===== src/core/mxb_pkg.sv =====
// ==========================================================
// Shared constants of the multiplexed bus block
package mxb_pkg;

    // ======================================================
    // Widths
    localparam int unsigned ADDR_W = 16;
    localparam int unsigned BYTE_W = 8;

    // ======================================================
    // Bus cycle timing, in system clock cycles
    localparam int unsigned ADDR_CYCLES = 2;
    localparam int unsigned LATCH_PULSE_CYCLES = 1;
    localparam int unsigned DATA_CYCLES = 3;

    // ======================================================
    // Clock output rate select codes
    localparam logic [1:0] CLK_RATE_FULL = 2'h0;
    localparam logic [1:0] CLK_RATE_HALF = 2'h1;
    localparam logic [1:0] CLK_RATE_QUARTER = 2'h2;

    // ======================================================
    // Strobe pin function select
    localparam logic STROBE_IS_LATCH = 1'b0;
    localparam logic STROBE_IS_VALID = 1'b1;

    // ======================================================
    // Reset values
    localparam logic [ADDR_W-1:0] RST_WORD = 16'h0000;
    localparam logic [2:0] RST_DIV = 3'h0;

    // ======================================================
    // Bus sequencer states
    typedef enum logic [1:0] {
        MXB_IDLE = 2'b00,
        MXB_ADDR = 2'b01,
        MXB_DATA = 2'b10
    } mxb_state_t;

endpackage


===== src/core/mxb_clk_if.sv =====
`timescale 1ns/1ps
// ==========================================================
// Clock output generator link
interface mxb_clk_if;
    logic [1:0] rate_sel;
    logic enable;
    logic clk_out;

    modport gen (
        input rate_sel,
        input enable,
        output clk_out
    );

    modport user (
        output rate_sel,
        output enable,
        input clk_out
    );
endinterface


===== src/core/mxb_clk_div.sv =====
`timescale 1ns/1ps
// ==========================================================
// Clock output divider: f/2, f/4 or f/8 of the system clock, each with equal high and low time
module mxb_clk_div (
    // Clock and reset
    input wire logic sys_clk_i,
    input wire logic rst_n_i,
    // Generator link
    mxb_clk_if.gen clk_link
);

    logic [2:0] div_reg;
    logic [2:0] div_next;
    logic clk_out_reg;
    logic clk_out_next;

    // ======================================================
    // Free running divider, stopped while disabled
    always_comb begin
        div_next = clk_link.enable ? div_reg + 3'h1 : mxb_pkg::RST_DIV;
    end

    always_ff @(posedge sys_clk_i or negedge rst_n_i) begin
        if (!rst_n_i) begin
            div_reg <= mxb_pkg::RST_DIV;
        end else begin
            div_reg <= div_next;
        end
    end

    // ======================================================
    // Rate select; each divider bit toggles evenly
    always_comb begin
        unique case (clk_link.rate_sel)
            mxb_pkg::CLK_RATE_HALF: clk_out_next = div_next[1];
            mxb_pkg::CLK_RATE_QUARTER: clk_out_next = div_next[2];
            default: clk_out_next = div_next[0];
        endcase
    end

    always_ff @(posedge sys_clk_i or negedge rst_n_i) begin
        if (!rst_n_i) begin
            clk_out_reg <= 1'b0;
        end else begin
            clk_out_reg <= clk_out_next;
        end
    end

    assign clk_link.clk_out = clk_out_reg;

endmodule


===== src/core/mxb_bus_top.sv =====
`timescale 1ns/1ps
// What this block does
// - Address phase drives all sixteen address bits on the shared lines.
// - Data phase moves 8 or 16 bits by configured bus width.
// - Address-valid strobe is active low, only for external accesses.
// - Address-valid stays low whole cycle, rises when cycle completes.
// - Address-latch pulse is active high, only in external cycles.
// - Address-latch pulse marks start of every external bus cycle.
// - Latch pulse, valid strobe and port bit share one pin.
// - Each shared byte also serves a port byte and programming bus byte.
// - Clock output runs at half, quarter or eighth of the system clock rate.
// - Clock output has equal high and low time at every rate.
// - Clock output pin shared with port bit and programming-active flag.
module mxb_bus_top #(
    parameter int unsigned ADDR_CYCLES = mxb_pkg::ADDR_CYCLES,
    parameter int unsigned LATCH_CYCLES = mxb_pkg::LATCH_PULSE_CYCLES,
    parameter int unsigned DATA_CYCLES = mxb_pkg::DATA_CYCLES
) (
    // Clock and reset
    input wire logic sys_clk_i,
    input wire logic rst_n_i,
    // Configuration
    input wire logic bus_enable_i,
    input wire logic bus_width16_i,
    input wire logic strobe_mode_i,
    input wire logic prog_mode_i,
    input wire logic clock_output_pin_enable_i,
    input wire logic [1:0] clock_output_pin_rate_i,
    // Access request
    input wire logic req_valid_i,
    input wire logic req_ext_i,
    input wire logic req_write_i,
    input wire logic [15:0] req_addr_i,
    input wire logic [15:0] req_wdata_i,
    output logic req_ready_o,
    // Access answer
    output logic rsp_valid_o,
    output logic [15:0] rsp_rdata_o,
    // Port and programming side
    input wire logic [7:0] port3_byte_out_i,
    input wire logic [7:0] port3_byte_oe_i,
    input wire logic [7:0] port4_byte_out_i,
    input wire logic [7:0] port4_byte_oe_i,
    input wire logic port5_bit0_out_i,
    input wire logic port5_bit0_oe_i,
    input wire logic port2_bit7_out_i,
    input wire logic port2_bit7_oe_i,
    input wire logic [7:0] prog_bus_low_out_i,
    input wire logic [7:0] prog_bus_high_out_i,
    input wire logic prog_bus_oe_i,
    input wire logic prog_active_n_i,
    output logic [7:0] port3_byte_in_o,
    output logic [7:0] port4_byte_in_o,
    output logic port5_bit0_in_o,
    output logic port2_bit7_in_o,
    output logic [7:0] prog_bus_low_in_o,
    output logic [7:0] prog_bus_high_in_o,
    // Shared address/data pins
    input wire logic [15:0] muxed_addr_data_i,
    output logic [15:0] muxed_addr_data_o,
    output logic [15:0] muxed_addr_data_oe_o,
    // Strobe pin
    input wire logic strobe_pin_i,
    output logic strobe_pin_o,
    output logic strobe_pin_oe_o,
    // Read and write strobes
    output logic rd_strobe_n_o,
    output logic wr_strobe_n_o,
    // Clock output pin
    input wire logic clock_output_pin_i,
    output logic clock_output_pin_o,
    output logic clock_output_pin_oe_o
);

    localparam int unsigned CNT_W = 4;

    mxb_pkg::mxb_state_t state_reg;
    mxb_pkg::mxb_state_t state_next;
    logic [CNT_W-1:0] cnt_reg;
    logic [CNT_W-1:0] cnt_next;
    logic [15:0] addr_reg;
    logic [15:0] wdata_reg;
    logic write_reg;
    logic wide_reg;
    logic start;
    logic addr_last;
    logic data_last;
    logic ale_reg;
    logic addr_valid_n_reg;
    logic rd_n_reg;
    logic wr_n_reg;
    logic [15:0] ad_out_reg;
    logic [1:0] ad_oe_reg;
    logic [15:0] ad_out_next;
    logic [1:0] ad_oe_next;
    logic rsp_valid_reg;
    logic [15:0] rsp_rdata_reg;

    mxb_clk_if clk_link();

    // ======================================================
    // Request handshake
    assign req_ready_o = (state_reg == mxb_pkg::MXB_IDLE);
    assign start = req_ready_o && req_valid_i && req_ext_i;
    assign addr_last = (cnt_reg == CNT_W'(ADDR_CYCLES - 1));
    assign data_last = (cnt_reg == CNT_W'(DATA_CYCLES - 1));

    // ======================================================
    // Sequencer next state
    always_comb begin
        state_next = state_reg;
        cnt_next = cnt_reg;
        unique case (state_reg)
            mxb_pkg::MXB_IDLE: begin
                if (start) begin
                    state_next = mxb_pkg::MXB_ADDR;
                    cnt_next = '0;
                end
            end
            mxb_pkg::MXB_ADDR: begin
                if (addr_last) begin
                    state_next = mxb_pkg::MXB_DATA;
                    cnt_next = '0;
                end else begin
                    cnt_next = cnt_reg + CNT_W'(1);
                end
            end
            mxb_pkg::MXB_DATA: begin
                if (data_last) begin
                    state_next = mxb_pkg::MXB_IDLE;
                    cnt_next = '0;
                end else begin
                    cnt_next = cnt_reg + CNT_W'(1);
                end
            end
            default: begin
                state_next = mxb_pkg::MXB_IDLE;
                cnt_next = '0;
            end
        endcase
    end

    always_ff @(posedge sys_clk_i or negedge rst_n_i) begin
        if (!rst_n_i) begin
            state_reg <= mxb_pkg::MXB_IDLE;
            cnt_reg <= '0;
        end else begin
            state_reg <= state_next;
            cnt_reg <= cnt_next;
        end
    end

    // ======================================================
    // Request capture
    always_ff @(posedge sys_clk_i or negedge rst_n_i) begin
        if (!rst_n_i) begin
            addr_reg <= mxb_pkg::RST_WORD;
            wdata_reg <= mxb_pkg::RST_WORD;
            write_reg <= 1'b0;
            wide_reg <= 1'b0;
        end else if (start) begin
            addr_reg <= req_addr_i;
            wdata_reg <= req_wdata_i;
            write_reg <= req_write_i;
            wide_reg <= bus_width16_i;
        end
    end

    // ======================================================
    // Address/data drive for the coming cycle
    always_comb begin
        ad_out_next = mxb_pkg::RST_WORD;
        ad_oe_next = 2'h0;
        unique case (state_next)
            mxb_pkg::MXB_ADDR: begin
                ad_out_next = start ? req_addr_i : addr_reg;
                ad_oe_next = 2'h3;
            end
            mxb_pkg::MXB_DATA: begin
                if (write_reg) begin
                    ad_out_next = wide_reg ? wdata_reg : {addr_reg[15:8], wdata_reg[7:0]};
                    ad_oe_next = 2'h3;
                end else begin
                    ad_out_next = {addr_reg[15:8], 8'h00};
                    ad_oe_next = wide_reg ? 2'h0 : 2'h2;
                end
            end
            default: begin
                ad_out_next = mxb_pkg::RST_WORD;
                ad_oe_next = 2'h0;
            end
        endcase
    end

    always_ff @(posedge sys_clk_i or negedge rst_n_i) begin
        if (!rst_n_i) begin
            ad_out_reg <= mxb_pkg::RST_WORD;
            ad_oe_reg <= 2'h0;
        end else begin
            ad_out_reg <= ad_out_next;
            ad_oe_reg <= ad_oe_next;
        end
    end

    // ======================================================
    // Bus strobes
    always_ff @(posedge sys_clk_i or negedge rst_n_i) begin
        if (!rst_n_i) begin
            ale_reg <= 1'b0;
            addr_valid_n_reg <= 1'b1;
            rd_n_reg <= 1'b1;
            wr_n_reg <= 1'b1;
        end else begin
            ale_reg <= (state_next == mxb_pkg::MXB_ADDR) && (cnt_next < CNT_W'(LATCH_CYCLES));
            addr_valid_n_reg <= (state_next == mxb_pkg::MXB_IDLE);
            rd_n_reg <= !((state_next == mxb_pkg::MXB_DATA) && !write_reg);
            wr_n_reg <= !((state_next == mxb_pkg::MXB_DATA) && write_reg);
        end
    end

    // ======================================================
    // Read data capture and completion pulse
    always_ff @(posedge sys_clk_i or negedge rst_n_i) begin
        if (!rst_n_i) begin
            rsp_valid_reg <= 1'b0;
            rsp_rdata_reg <= mxb_pkg::RST_WORD;
        end else begin
            rsp_valid_reg <= (state_reg == mxb_pkg::MXB_DATA) && data_last;
            if ((state_reg == mxb_pkg::MXB_DATA) && data_last && !write_reg) begin
                rsp_rdata_reg <= wide_reg ? muxed_addr_data_i : {8'h00, muxed_addr_data_i[7:0]};
            end
        end
    end

    assign rsp_valid_o = rsp_valid_reg;
    assign rsp_rdata_o = rsp_rdata_reg;
    assign rd_strobe_n_o = rd_n_reg;
    assign wr_strobe_n_o = wr_n_reg;

    // ======================================================
    // Clock output generator
    assign clk_link.rate_sel = clock_output_pin_rate_i;
    assign clk_link.enable = clock_output_pin_enable_i;

    mxb_clk_div u_clk_div (
        .sys_clk_i(sys_clk_i),
        .rst_n_i(rst_n_i),
        .clk_link(clk_link)
    );

    // ======================================================
    // Shared address/data pins
    always_comb begin
        if (prog_mode_i) begin
            muxed_addr_data_o = {prog_bus_high_out_i, prog_bus_low_out_i};
            muxed_addr_data_oe_o = {16{prog_bus_oe_i}};
        end else if (bus_enable_i) begin
            muxed_addr_data_o = ad_out_reg;
            muxed_addr_data_oe_o = {{8{ad_oe_reg[1]}}, {8{ad_oe_reg[0]}}};
        end else begin
            muxed_addr_data_o = {port4_byte_out_i, port3_byte_out_i};
            muxed_addr_data_oe_o = {port4_byte_oe_i, port3_byte_oe_i};
        end
    end

    assign port3_byte_in_o = muxed_addr_data_i[7:0];
    assign port4_byte_in_o = muxed_addr_data_i[15:8];
    assign prog_bus_low_in_o = muxed_addr_data_i[7:0];
    assign prog_bus_high_in_o = muxed_addr_data_i[15:8];

    // ======================================================
    // Strobe pin: one function drives it at a time
    always_comb begin
        if (bus_enable_i && !prog_mode_i) begin
            strobe_pin_o = (strobe_mode_i == mxb_pkg::STROBE_IS_VALID) ? addr_valid_n_reg : ale_reg;
            strobe_pin_oe_o = 1'b1;
        end else begin
            strobe_pin_o = port5_bit0_out_i;
            strobe_pin_oe_o = port5_bit0_oe_i;
        end
    end

    assign port5_bit0_in_o = strobe_pin_i;

    // ======================================================
    // Clock output pin
    always_comb begin
        if (prog_mode_i) begin
            clock_output_pin_o = prog_active_n_i;
            clock_output_pin_oe_o = 1'b1;
        end else if (clock_output_pin_enable_i) begin
            clock_output_pin_o = clk_link.clk_out;
            clock_output_pin_oe_o = 1'b1;
        end else begin
            clock_output_pin_o = port2_bit7_out_i;
            clock_output_pin_oe_o = port2_bit7_oe_i;
        end
    end

    assign port2_bit7_in_o = clock_output_pin_i;

endmodule


===== config.mk =====
export PLATFORM = sky130hd
export DESIGN_NAME = mxb_bus_top
export DESIGN_NICKNAME = d
export VERILOG_FILES = /design/src/core/mxb_pkg.sv /design/src/core/mxb_clk_if.sv /design/src/core/mxb_clk_div.sv /design/src/core/mxb_bus_top.sv
export SDC_FILE = /design/constraint.sdc
export NUM_CORES = 1
export LEC_CHECK = 0
export BUFFER_PORTS_ARGS = -buffer_cell sky130_fd_sc_hd__buf_2
export CORE_ASPECT_RATIO = 0.5
export CORE_UTILIZATION = 40
export DETAILED_ROUTE_END_ITERATION = 7
export PLACE_DENSITY = 0.73
export SLEW_MARGIN = 10
export SYNTH_ARGS = -nofsm -noshare
export SYNTH_HDL_FRONTEND = slang
export SYNTH_HIERARCHICAL = 1
export SYNTH_SLANG_ARGS = --single-unit
export TNS_END_PERCENT = 20

===== constraint.sdc =====
create_clock -name sys_clk_i -period 4.9 [get_ports sys_clk_i]
set_clock_uncertainty 0.15 [all_clocks]
set_input_delay 0.245 -clock sys_clk_i [delete_from_list [all_inputs] [get_ports sys_clk_i]]
set_output_delay 0.245 -clock sys_clk_i [all_outputs]
set_load 0.02 [all_outputs]

==> impl_metrics.json <==
{
  "ys_types": 42,
  "pwr_density_cell_mw_per_mm2": 514.5,
  "top_layer": "met4",
  "cp.required_ns": 4.98,
  "ys_ff_latch": 83,
  "cts_resized": 0,
  "insertedDiodeCount": 0,
  "start_util_pct": 41.59,
  "drive_above_1_share_pct": 45.34,
  "final-instance-count-excl-fill": 720,
  "rsz0062_at_grt": "false",
  "power.net_switching_w": 0.001033,
  "synth_top_cells_by_count": "dfrtp_1 (80), nand2_1 (47), o21ai_0 (35)",
  "postCtsSetupBuffers": 0,
  "dp_hpwl_mm": 6.574,
  "syn_avg_cell_area_sq_um": 11.05,
  "cts_buffers": 9,
  "leakage_nw": 2.902,
  "syn_area_sq_mm": 0.004289,
  "async_flop_share_pct": 100.0,
  "dp_slack_ns": 2.096,
  "wl_met3_um": 627,
  "fin_crit_sh_pct": 58.31,
  "place.port_buffers": 201,
  "via_per_inst": 4.721,
  "power_frac_seq_pct": 40.0,
  "p_int_w": 0.001895,
  "slew_headroom_pct": 25.30,
  "wirelength_met1_mm": 4.191,
  "path_class": "reg2reg",
  "finalWirelength_mm": 9.764,
  "gp_congestion": 0.7795,
  "netlist_instances": 388,
  "hold_path_class": "in2reg",
  "cts_root_buf": "clkbuf_16",
  "cts_tree": "built",
  "grt_max_degree": 84,
  "grt_pass1_wl_mm": 14.32,
  "seq_area_frac_synth_pct": 48.51,
  "end_kind": "flop",
  "die_w_um": 148.4,
  "fmax_ghz": 0.3500,
  "core_sq_mm": 0.01031,
  "clockPowerShare_pct": 24.1,
  "dieHeight_um": 75.22,
  "status": "completed",
  "area_growth_pct": 32.67,
  "cts_sinks": 83,
  "tns_ns": 0,
  "yosys.area.top_type": "dfrtp_1",
  "wl_met2_mm": 4.829,
  "synth_edf_count": 0,
  "antenna_found_initial": 0,
  "worst_pin_slew_ns": 1.116,
  "drv_cap": 0,
  "crit_path_start_kind": "flop",
  "insertion_delay_ns": 0.34,
  "drtPass1Iterations": 4,
  "grt_usage_pct": 17.06,
  "clk_transition_reported_paths_ns": 0.06,
  "drc": 0,
  "ant_nets": 0,
  "synth_warnings": 6,
  "ys.flop_type": "dfrtp_1",
  "clockBufferDepth": 2,
  "die_area_sq_mm": 0.01117,
  "peakVddDrop_v": 0.0002503,
  "htree_levels": 3,
  "synth_most_common_cell": "dfrtp_1",
  "p_total_w": 0.002928,
  "grt_pass1_vias": 2964,
  "p_comb_share_pct": 36.0,
  "cp_max_fo": 12,
  "finalWorstSetupSlack_ns": 2.043,
  "synth.area.top_cells": "dfrtp_1 (47%), mux2i_1 (6.5%), buf_4 (6.0%)",
  "num_rows": 26,
  "nNetsFinal": 697,
  "dp_cells": 675,
  "p_sw_share_pct": 35.27,
  "hold_viol_final": 0,
  "grt_overflow": 0,
  "wl_per_cell_um": 13.56,
  "synth_top_area_share_pct": 46.67,
  "period_needed_ns": 2.857,
  "drv_slew": 0,
  "synth_nets": 510,
  "crit_arrival_ns": 2.94,
  "io_pins": 206,
  "setup_viol": 0,
  "drtIter0Drc": 127,
  "dr_total_vias": 3399
}
-- final cells by class --
cell class / count / area, sq um
Clock buffer: 11 / 252.7
Inverter: 10 / 37.54
Timing Repair Buffer: 231 / 1306
Fill cell: 885 / 4622
Multi-Input combinational cell: 240 / 1778
Clock inverter: 5 / 60.06
Sequential cell: 83 / 2081
Tap cell: 140 / 175.2
-- metrics by stage --
step           hold WS [ns]  utilization [%]  area, sq um
6_report           0.006210            55.18         5690
5_1_grt           0.0002925            55.18         5690
4_1_cts           0.0003514            54.79         5650
3_5_place_dp         0.3171            49.33         5087
3_3_place_gp         0.3066            49.33         5087
2_1_floorplan       -0.2006                -         4289
-- worst paths after layout --
path	start	to	slack, ns	cells after the start
worst max register to register	cnt_reg[0]	ad_out_reg[1]	2.04	6
min in group asynchronous	rst_n_i	u_clk_div/clk_link.clk_out	0.49	2
worst min-delay path	req_addr_i[5]	addr_reg[5]	0.006	2
worst max-delay path	cnt_reg[0]	ad_out_reg[1]	2.04	6
max in group asynchronous	rst_n_i	rsp_rdata_o[5]	3.45	2
worst min register to register	rsp_rdata_o[11]	rsp_rdata_o[11]	0.33	2
-- logic make-up (layout without fill, tap and decap cells) --
| group | count (synthesis) | count (layout) | synth area share (%) |
|---|---|---|---|
| and+or+nand+nor | 90 | 90 | 10.88 |
| DFF | 83 | 83 | 48.51 |
| adders and majority gates | 6 | 6 | 1.750 |
| buffers and inverters | 65 | 257 | 10.24 |
| xor gates and xnor gates | 2 | 2 | 0.4085 |
| muxes | 70 | 70 | 18.52 |
| AOI/OAI and AO/OA | 72 | 72 | 9.685 |
-- worst max-delay path: stages (launching register included) --
cell and delay, ns:
dfrtp_1 0.44, inv_1 0.09, ha_1 0.15, nor3b_2 0.24, a2bb2oi_1 0.91, nor2b_1 0.42
a22o_1 0.35
-- per-layer routing --
metal	vias to the layer above	GRT usage (%)
met4	0	5.384
met1	1598	20.37
met3	12	5.030
li1	1664	-
met2	125	30.32
met5	-	0
-- timing repair --
action / in CTS / in global routing
hold buffers: 25 / 4
endpoints found under the setup margin: 0 / 0
hold endpoints to repair: 104 / 4
-- placed cells by master, fill, tap and decap left out, drive strengths merged, types with 2 or more instances in the layout --
master | Yosys | layout
buf | 45 | 202
dfrtp | 80 | 80
nand2 | 47 | 47
mux2 | 42 | 42
o21ai | 36 | 36
dlygate4sd3 | 0 | 29
mux2i | 28 | 28
nand2b | 21 | 21
a21oi | 20 | 20
inv | 10 | 11
clkbuf | 10 | 11
a22o | 8 | 8
ha | 6 | 6
nor2 | 5 | 5
nor2b | 4 | 4
dfstp | 3 | 3
and2 | 3 | 3
xor2 | 2 | 2
a211oi | 2 | 2
nand3 | 2 | 2
o211ai | 2 | 2
nor3b | 2 | 2
clkinv | 0 | 2
-- power groups by stage --
| stage | sequential [W] | combinational (W) | clock (W) |
|---|---|---|---|
| floorplan | 0.00119 | 0.000727 | 0 |
| finish | 0.00117 | 0.00105 | 0.000704 |
| detailed placement | 0.00117 | 0.00104 | 0 |
| global route | 0.00121 | 0.00116 | 0.000747 |
| global placement | 0.00117 | 0.00101 | 0 |
| CTS | 0.00117 | 0.00106 | 0.000717 |
No activity file was read; power rests on OpenSTA's default activity.
